## config.mk

```make
export PLATFORM = sky130hd
export DESIGN_NAME = pcibar_decode
export DESIGN_NICKNAME = d
export VERILOG_FILES = /design/src/rtl/pcibar_pkg.sv /design/src/rtl/pcibar_decode.sv
export VERILOG_INCLUDE_DIRS = /design/src /design/src/rtl
export SDC_FILE = /design/constraint.sdc
export NUM_CORES = 1
export LEC_CHECK = 0
export BUFFER_PORTS_ARGS = -buffer_cell sky130_fd_sc_hd__buf_2
export CORE_ASPECT_RATIO = 0.7
export CORE_MARGIN = 5
export CORE_UTILIZATION = 51
export DETAILED_ROUTE_END_ITERATION = 16
export GPL_TIMING_DRIVEN = 1
export PLACE_DENSITY = 0.77
export SYNTH_ARGS = -nofsm -noshare
export SYNTH_HDL_FRONTEND = slang
export SYNTH_SLANG_ARGS = --single-unit
```

## constraint.sdc

```tcl
create_clock -name core_clk -period 4.1 [get_ports core_clk]
set_clock_uncertainty 0.15 [all_clocks]
set_input_delay 0.82 -clock core_clk [delete_from_list [all_inputs] [get_ports core_clk]]
set_output_delay 0.82 -clock core_clk [all_outputs]
set_load 0.05 [all_outputs]
```

## src/rtl/pcibar_defines.svh

```systemverilog
/*
  Offsets, field positions and fixed values of the two base address
  registers. Included by the design module only.
*/
`ifndef PCIBAR_DEFINES_SVH
`define PCIBAR_DEFINES_SVH
`define PCIBAR_OFS_IO       8'h10
`define PCIBAR_OFS_MEM      8'h14
`define PCIBAR_BASE_HI      31
`define PCIBAR_BASE_LO      5
`define PCIBAR_BASE_W       27
`define PCIBAR_BASE_RST     27'h0
`define PCIBAR_RDATA_RST    32'h0000_0000
`define PCIBAR_RDATA_NONE   32'h0000_0000
`define PCIBAR_CLAIM_RST    1'h0
`define PCIBAR_IO_LOW_BITS  5'h01
`define PCIBAR_MEM_LOW_BITS 5'h00
`define PCIBAR_CMD_IO       4'h2
`define PCIBAR_CMD_MEMRD    4'h6
`define PCIBAR_CMD_MEMWR    4'h7
`define PCIBAR_CMD_MEMRDM   4'hC
`define PCIBAR_CMD_MEMRDL   4'hE
`define PCIBAR_CMD_MEMWI    4'hF
`define PCIBAR_CMD_IOWR     4'h3
`endif

```

## src/rtl/pcibar_pkg.sv

```systemverilog
/*
  Types for the base address decoder. Assumes pcibar_defines.svh is on
  the include path.
*/
package pcibar_pkg;
  typedef logic [26:0] pcibar_base_t;
  typedef enum logic [1:0] {
    pcibar_hit_none,
    pcibar_hit_io,
    pcibar_hit_mem
  } pcibar_hit_e;
endpackage : pcibar_pkg

```

## src/rtl/pcibar_decode.sv

```systemverilog
/*
  Two configuration base address registers (I/O and memory window) and
  the address-phase decoder that claims matching accesses.
  Assumes the configuration access logic presents a decoded write/read
  strobe with the register offset, and the bus front end presents the
  address phase as a one-cycle strobe with AD and C/BE.
  Assumes the command register sits outside and hands in its two decode
  enables as levels; soft reset and the stop bit never reach this block,
  so only the hardware reset input clears the stored bases.
*/
`timescale 1ns/1ps
`include "pcibar_defines.svh"

// Functional notes
// - A 32-bit I/O window base register sits at config offset 0x10.
// - With I/O decode on, an I/O command matching on AD[31:5] is claimed.
// - The I/O base field is read/write and cleared only by hardware reset.
// - Bits 4-2 of the I/O register read zero, giving a 32-byte footprint.
// - Bit 1 of the I/O register reads zero and bit 0 reads one.
// - A 32-bit memory window base register sits at config offset 0x14.
// - Bit 4 of the memory register reads zero, giving a 32-byte window.
// - The prefetchable bit of the memory register reads zero.
// - With memory decode on, a memory cycle matching AD[31:5] is claimed.
// - Memory register bits 2-1 and bit 0 read zero and ignore writes.
// - The memory base field is cleared only by hardware reset.
module pcibar_decode (
  // Clock and hardware reset
  input  wire logic        core_clk,
  input  wire logic        reset,
  // Configuration access
  input  wire logic        cfg_wr,
  input  wire logic        cfg_rd,
  input  wire logic [7:0]  cfg_addr,
  input  wire logic [31:0] cfg_wdata,
  input  wire logic [3:0]  cfg_be,
  output logic      [31:0] cfg_rdata,
  // Command register enables
  input  wire logic        io_decode_enable,
  input  wire logic        mem_decode_enable,
  // Address phase
  input  wire logic        addr_phase,
  input  wire logic [31:0] ad,
  input  wire logic [3:0]  cbe,
  // Claim outputs
  output logic             devsel_claim,
  output logic             io_hit,
  output logic             mem_hit
);

  // Stored bases, their next values and the decode terms
  pcibar_pkg::pcibar_base_t io_window_base_r;
  pcibar_pkg::pcibar_base_t mem_window_base_r;
  pcibar_pkg::pcibar_base_t io_window_base_nxt;
  pcibar_pkg::pcibar_base_t mem_window_base_nxt;
  pcibar_pkg::pcibar_hit_e  hit_nxt;
  logic [31:0]              wmask;
  logic [31:0]              rdata_nxt;
  logic                     io_wr_sel;
  logic                     mem_wr_sel;
  logic                     io_rd_sel;
  logic                     mem_rd_sel;
  logic                     io_cmd_hit;
  logic                     mem_cmd_hit;
  logic                     io_base_match;
  logic                     mem_base_match;
  logic                     claim_nxt;
  logic                     io_hit_nxt;
  logic                     mem_hit_nxt;

  // Commands that address I/O space
  function automatic logic is_io_cmd(input logic [3:0] c);
    return (c == `PCIBAR_CMD_IO) || (c == `PCIBAR_CMD_IOWR);
  endfunction : is_io_cmd

  // Commands that address memory space
  function automatic logic is_mem_cmd(input logic [3:0] c);
    return (c == `PCIBAR_CMD_MEMRD) || (c == `PCIBAR_CMD_MEMWR) ||
           (c == `PCIBAR_CMD_MEMRDM) || (c == `PCIBAR_CMD_MEMRDL) ||
           (c == `PCIBAR_CMD_MEMWI);
  endfunction : is_mem_cmd

  // Offset decode, shared by the write and read paths
  function automatic logic is_io_ofs(input logic [7:0] a);
    return a == `PCIBAR_OFS_IO;
  endfunction : is_io_ofs

  function automatic logic is_mem_ofs(input logic [7:0] a);
    return a == `PCIBAR_OFS_MEM;
  endfunction : is_mem_ofs

  // Byte-lane merge; the low field never reaches storage
  function automatic pcibar_pkg::pcibar_base_t merge_base(
    input pcibar_pkg::pcibar_base_t old_base,
    input logic [31:0]              wdata,
    input logic [31:0]              mask
  );
    return (wdata[`PCIBAR_BASE_HI:`PCIBAR_BASE_LO] &
            mask[`PCIBAR_BASE_HI:`PCIBAR_BASE_LO]) |
           (old_base & ~mask[`PCIBAR_BASE_HI:`PCIBAR_BASE_LO]);
  endfunction : merge_base

  // Read image: stored base above its fixed low field
  function automatic logic [31:0] read_image(
    input pcibar_pkg::pcibar_base_t base,
    input logic [4:0]               low_bits
  );
    return {base, low_bits};
  endfunction : read_image

  // Byte enables widened to a bit mask, one lane per enable
  for (genvar lane = 0; lane < 4; lane++) begin : g_lane
    assign wmask[lane*8 +: 8] = {8{cfg_be[lane]}};
  end

  // Register selects
  assign io_wr_sel  = cfg_wr && is_io_ofs(cfg_addr);
  assign mem_wr_sel = cfg_wr && is_mem_ofs(cfg_addr);
  assign io_rd_sel  = is_io_ofs(cfg_addr);
  assign mem_rd_sel = is_mem_ofs(cfg_addr);

  // Next I/O base
  always_comb begin
    io_window_base_nxt = io_window_base_r;
    if (io_wr_sel) begin
      io_window_base_nxt = merge_base(io_window_base_r, cfg_wdata,
                                      wmask);
    end
  end

  // Next memory base
  always_comb begin
    mem_window_base_nxt = mem_window_base_r;
    if (mem_wr_sel) begin
      mem_window_base_nxt = merge_base(mem_window_base_r, cfg_wdata,
                                       wmask);
    end
  end

  // I/O base; only hardware reset clears it
  always_ff @(posedge core_clk or posedge reset) begin
    if (reset) begin
      io_window_base_r <= `PCIBAR_BASE_RST;
    end else begin
      io_window_base_r <= io_window_base_nxt;
    end
  end

  // Memory base; same storage rules as the I/O base
  always_ff @(posedge core_clk or posedge reset) begin
    if (reset) begin
      mem_window_base_r <= `PCIBAR_BASE_RST;
    end else begin
      mem_window_base_r <= mem_window_base_nxt;
    end
  end

  // Read data: low field is constant, writes never reach it
  always_comb begin
    rdata_nxt = `PCIBAR_RDATA_NONE;
    if (io_rd_sel) begin
      rdata_nxt = read_image(io_window_base_r,
                             `PCIBAR_IO_LOW_BITS);
    end else if (mem_rd_sel) begin
      rdata_nxt = read_image(mem_window_base_r,
                             `PCIBAR_MEM_LOW_BITS);
    end
  end

  // Returned read word holds until the next read strobe
  always_ff @(posedge core_clk or posedge reset) begin
    if (reset) begin
      cfg_rdata <= `PCIBAR_RDATA_RST;
    end else if (cfg_rd) begin
      cfg_rdata <= rdata_nxt;
    end
  end

  // Command class and base compare; enables assumed set after a base
  assign io_cmd_hit     = io_decode_enable && is_io_cmd(cbe);
  assign mem_cmd_hit    = mem_decode_enable && is_mem_cmd(cbe);
  assign io_base_match  = ad[`PCIBAR_BASE_HI:`PCIBAR_BASE_LO] ==
                          io_window_base_r;
  assign mem_base_match = ad[`PCIBAR_BASE_HI:`PCIBAR_BASE_LO] ==
                          mem_window_base_r;

  // I/O window checked first; a command is only ever one class
  always_comb begin
    hit_nxt = pcibar_pkg::pcibar_hit_none;
    if (addr_phase && io_cmd_hit && io_base_match) begin
      hit_nxt = pcibar_pkg::pcibar_hit_io;
    end else if (addr_phase && mem_cmd_hit && mem_base_match) begin
      hit_nxt = pcibar_pkg::pcibar_hit_mem;
    end
  end

  // All three outputs follow the one decode result
  always_comb begin
    claim_nxt   = hit_nxt != pcibar_pkg::pcibar_hit_none;
    io_hit_nxt  = hit_nxt == pcibar_pkg::pcibar_hit_io;
    mem_hit_nxt = hit_nxt == pcibar_pkg::pcibar_hit_mem;
  end

  // One-cycle claim pulse after the address phase
  always_ff @(posedge core_clk or posedge reset) begin
    if (reset) begin
      devsel_claim <= `PCIBAR_CLAIM_RST;
    end else begin
      devsel_claim <= claim_nxt;
    end
  end

  // I/O window matched, in step with the claim
  always_ff @(posedge core_clk or posedge reset) begin
    if (reset) begin
      io_hit <= `PCIBAR_CLAIM_RST;
    end else begin
      io_hit <= io_hit_nxt;
    end
  end

  // Memory window matched, in step with the claim
  always_ff @(posedge core_clk or posedge reset) begin
    if (reset) begin
      mem_hit <= `PCIBAR_CLAIM_RST;
    end else begin
      mem_hit <= mem_hit_nxt;
    end
  end

endmodule : pcibar_decode

```

==> metrics.cfg, run 1 <==
[status]
status = finished clean

[timing]
finalWorstSetupSlack_ps = 2000
fin_setup_tns_ps = 0
period_share = 0.512
setup_viol = 0
rsz0062_at_grt = no
maxSlewHeadroom = 0.556
worst_pin_slew_ps = 665
min_period_ps = 2100
slew_violations = 0
hold_viol_final = 0
hold_slack_ps = 370
fmaxAchievable_mhz = 476

[pwr]
leakagePower_uw = 0.00243
p_total_uw = 1820
peakVddDrop_mv = 0.219
power.density_nw_per_um2 = 365

[min_path]
hp-class = reg2reg
holdPathStages = 2
hold_start = cfg_rdata[16]
hold_end = cfg_rdata[16]

[flow_run]
cap_violations = 0

[clock_tree]
post_cts_buffers = 0
cts_sinks = 85
numCtsBuffers = 9
cts_tree = done
cts_root_buf = clkbuf_16
post_cts_resized = 0
clk_latency_ps = 340
cts_hold_buf = 0
htreeDepth = 3
clk_pin_slew_ps = 60
clk_path_buf_depth = 2

[route]
route.detailed.wl_per_inst_um = 18.1
vias_per_cell = 5.35
vias = 2961
drt_wl_total_um = 10000
drc_errors = 0
drtIter0Drc = 131
firstDrtPassIters = 5
ant_nets = 0

[synth]
ys_warn_count = 0
syn-cell-area_um2 = 4040
yosysUniqueCellTypes = 30
synth_seq_area_share = 0.527
avgSynthCellArea_um2 = 12.2
synthCells = 332
ys_ff_latch = 85

[floorplan]
start_util = 0.517
dieArea_um2 = 9820
core-area_um2 = 7800
dieHeight_um = 84.4
die_w_um = 116
rows = 27
num_io_pins = 122

[global_route]
grt_pass1_vias = 3222
grt_max_degree = 40
grt_pass1_wl_um = 16300
track_usage = 0.217
antenna_found_initial = 0
overflow = 0

[final_layout]
diodes = 0
final_cell_mix = buf_2, dfrtp_1, mux2_2
layout.core_utilization = 0.638
area_delta_synth_final_pct = 23.3
drive_gt1_frac = 0.425
nNetsFinal = 534
layout_commonest_cell = buf_2

[critical_path]
r2r-end = devsel_claim
required_ps = 4230
crit_path_start_kind = input pin
crit_type = in2reg
end_kind = register
ff2ff_path_depth = 5
worstPathArrival_ps = 2230
reg2reg_slack_ps = 2180
crit_fanout = 2

[placement]
pre_cts_slack_ps = 1630
place_congestion = 0.809
hpwl_um = 7580
io_buffers = 107

[report_power, final]
group          internal [uW]  switching (uW)
Sequential               854            13.8
Clock                    487             314
Combinational           67.2            83.1
[synthesized netlist by cell type, drive strengths merged]
master  count  area share
or2         1      0.0016
xnor2      47        0.10
or4         1      0.0019
nor3        2      0.0025
dfrtp      85        0.53
a22oi      27       0.050
nor2        5      0.0096
nor4        4      0.0099
buf         8       0.014
inv        29       0.027
conb        1     0.00093
nand4      12       0.019
clkbuf      3      0.0028
nand3       2      0.0025
nand2b      1      0.0016
xor2        7       0.015
and3        1      0.0016
o22ai       1      0.0016
o21ai      28       0.035
nor2b       1      0.0016
mux2       54        0.15
nand2      11       0.018
nor4b       1      0.0059
[metal layers]
| layer | up-vias | share of wire | global-route usage |
|---|---|---|---|
| met5 | - | 0 | 0 |
| met4 | 0 | 0.0076 | 0.0390 |
| met3 | 8 | 0.086 | 0.0677 |
| met2 | 115 | 0.47 | 0.334 |
| met1 | 1460 | 0.43 | 0.305 |
| li1 | 1378 | - | - |
[worst max-delay path, cell delays in order]
cell and delay [ps]:
buf_2 120, xnor2_1 210, nand4_1 140, or4_1 610, nor4_4 180, or2_2 150
[final cells by class]
type | count | area, um^2
Clock inverter | 4 | 47.5
Fill cell | 653 | 2830
Clock buffer | 12 | 246
Inverter | 29 | 110
Timing Repair Buffer | 112 | 573
Multi-Input combinational cell | 210 | 1750
Tap cell | 101 | 126
Sequential cell | 85 | 2130
[through the flow]
step	cells	instance area [um^2]
after global routing	553	4980
after CTS	553	4980
after detailed placement	537	4680
after global placement	537	4680
final	553	4980
after floorplan	335	4050
[logic make-up after synthesis]
kind of cell	Yosys count	synth area share
other	1	0.000929
AND/OR/NAND/NOR	42	0.0747
XOR/XNOR	54	0.117
AO/OA/AOI/OAI	56	0.0865
multiplexers	54	0.151
buffers and inverters	40	0.0434
flip-flops	85	0.527
[how the worst max path moves through the flow]
stage	end	cells after the start	slack (ps)	startpoint
2_1_floorplan	asynchronous set/reset pin	1	940	reset
3_3_place_gp	devsel_claim	6	1680	ad[7]
3_5_place_dp	devsel_claim	6	1630	ad[7]
4_1_cts	devsel_claim	6	1970	ad[7]
5_1_grt	devsel_claim	6	1920	ad[7]
6_report	devsel_claim	6	2000	ad[7]
Power figures use the tool's default switching activity.
==> run 2: changes to the inputs <==
- clock period: 4.1 -> 2.15 ns (I/O delays scaled with it)
==> run 2 against run 1 <==
  * Core utilization rose by 0.98 points
  * Non-clock buffer count rose by 1
  * Sequential share of layout area fell by 0.65 points
  * Wire length rose by 0.31%
  * Sequential cell count did not move
  * Highest routed layer unchanged
==> metrics.cfg, run 2 (synthesized netlist as in run 1, its figures left out) <==
[critical_path]
crit_type = reg2reg
reg2reg_slack_ps = 220  ; -1960 ps
end_kind = register
crit_path_start_kind = register
worstPathArrival_ps = 2060  ; -170 ps
r2r-end = devsel_claim
crit_end = devsel_claim
required_ps = 2280  ; -1950 ps
crit_fanout = 3  ; +1
ff2ff_path_depth = 5  ; unchanged

[pwr]
peakVddDrop_mv = 0.378  ; +72%
power.density_nw_per_um2 = 704  ; +93%
power_frac_clock = 0.452  ; +0.012
power.internal_uw = 2770  ; +97%
p_comb_frac = 0.083  ; about the same
power_frac_seq = 0.465  ; -0.012
p_sw_frac = 0.220  ; -0.00552
power_switching_uw = 784  ; +91%
leakagePower_uw = 0.00246  ; +1.1%

[clock_tree]
clk_path_buf_depth = 2  ; unchanged
htreeDepth = 3  ; unchanged
cts_root_buf = clkbuf_16
clk_latency_ps = 330  ; about the same
post_cts_resized = 0  ; unchanged
cts_sinks = 85  ; unchanged
cts_tree = done
numCtsBuffers = 9  ; unchanged
clk_pin_slew_ps = 60  ; about the same

[global_route]
grt_pass1_wl_um = 16000  ; -2.0%
busiest_layer = met2
antenna_found_initial = 0  ; unchanged
met3_usage = 0.0684  ; +0.000720
grt_max_degree = 36  ; -10%
use_met1 = 0.293  ; -0.0118
track_usage = 0.214  ; -0.00278
overflow = 0  ; unchanged
grt_pass1_vias = 3218  ; -0.12%
use_met2 = 0.336  ; +0.00208

[floorplan]
num_io_pins = 122  ; unchanged
rows = 27  ; unchanged
die_w_um = 116  ; unchanged
start_util = 0.517  ; unchanged
dieArea_um2 = 9820  ; unchanged
dieHeight_um = 84.4  ; unchanged
core-area_um2 = 7800  ; unchanged

[final_layout]
nNetsFinal = 535  ; +0.19%
layout_commonest_cell = buf_2
final_cell_mix = buf_2, dfrtp_1, mux2_2
multi_input_area_um2 = 1750  ; unchanged
diodes = 0  ; unchanged
area_delta_synth_final_pct = 25.2
nFillCells = 629  ; -3.7%
drive_gt1_frac = 0.424  ; -0.000938
regArea_um2 = 2130  ; unchanged

[route]
vias = 2920  ; -1.4%
drc_errors = 0  ; unchanged
vias_per_cell = 5.27  ; -1.6%
drt_wl_total_um = 10100  ; +0.31%
route.detailed.wl_per_inst_um = 18.2  ; +0.13%
firstDrtPassIters = 4  ; -1
drtIter0Drc = 200  ; +53%
ant_nets = 0  ; unchanged

[flow_run]
cap_violations = 0  ; unchanged

[timing]
hold_viol_final = 0  ; unchanged
min_period_ps = 1930
setup_viol = 0  ; unchanged
fin_setup_tns_ps = 0  ; unchanged
slew_violations = 0  ; unchanged
period_share = 0.899
fmaxAchievable_mhz = 517
rsz0062_at_grt = no
hold_slack_ps = 184  ; -185 ps

[placement]
hpwl_um = 7580  ; about the same
place_congestion = 0.771  ; -4.8%
io_buffers = 107  ; unchanged

[min_path]
hp-class = in2reg

[status]
status = finished clean

-- run 2: layer usage --
layer / wire (um) / part of all wire
met1: 4430 / 0.44
met2: 4640 / 0.46
met3: 904 / 0.090
met4: 97 / 0.0096
met5: 0 / 0
-- run 2: repair_timing --
action,in CTS,in global routing
endpoints found under the setup margin,0,0
setup buffers,0,0
hold buffers,1,0
endpoints found under the hold margin,17,0
-- run 2: area by class of cell --
cell class | count | area share
sequential | 85 | 0.421
tap | 101 | 0.0250
inverter | 29 | 0.0223
timing repair buffer | 113 | 0.125
clock buffer | 11 | 0.0461
multi-input combinational | 210 | 0.346
clock inverter | 5 | 0.0149
-- run 2: worst min path at each step --
stage | slack [ps] | cells past startpoint | from | to
after floorplan | 360 | 1 | register | register
after global placement | 320 | 2 | reset | cfg_rdata[29]
after detailed placement | 320 | 2 | reset | cfg_rdata[29]
after CTS | 180 | 2 | cfg_wdata[26] | register
after global routing | 170 | 2 | cfg_wdata[26] | register
final | 180 | 2 | cfg_wdata[26] | register
-- run 2: metrics by stage --
| step | util | power, uW | std cells | area [um^2] | worst slack, ps |
|---|---|---|---|---|---|
| after floorplan | - | 1830 | 335 | 4050 | 396 |
| after global placement | 0.607 | 1970 | 537 | 4740 | 142 |
| after detailed placement | 0.607 | 1980 | 537 | 4740 | 82.9 |
| after CTS | 0.648 | 3590 | 554 | 5050 | 204 |
| after global routing | 0.648 | 3700 | 554 | 5050 | 154 |
| final | 0.648 | 3560 | 554 | 5050 | 217 |
-- run 2: critical path, stage by stage (launching register included) --
cell	delay, ps
dfrtp_1	400
xnor2_1	230
nand4_1	140
or4_1	600
nor4_4	210
or2_2	160
-- run 2: power groups by stage --
stage / Sequential, uW / Clock, uW / Combinational (uW)
6_report: 1650 / 1610 / 296
2_1_floorplan: 1680 / 0 / 152
4_1_cts: 1650 / 1640 / 298
5_1_grt: 1660 / 1720 / 323
3_3_place_gp: 1680 / 0 / 289
3_5_place_dp: 1680 / 0 / 295
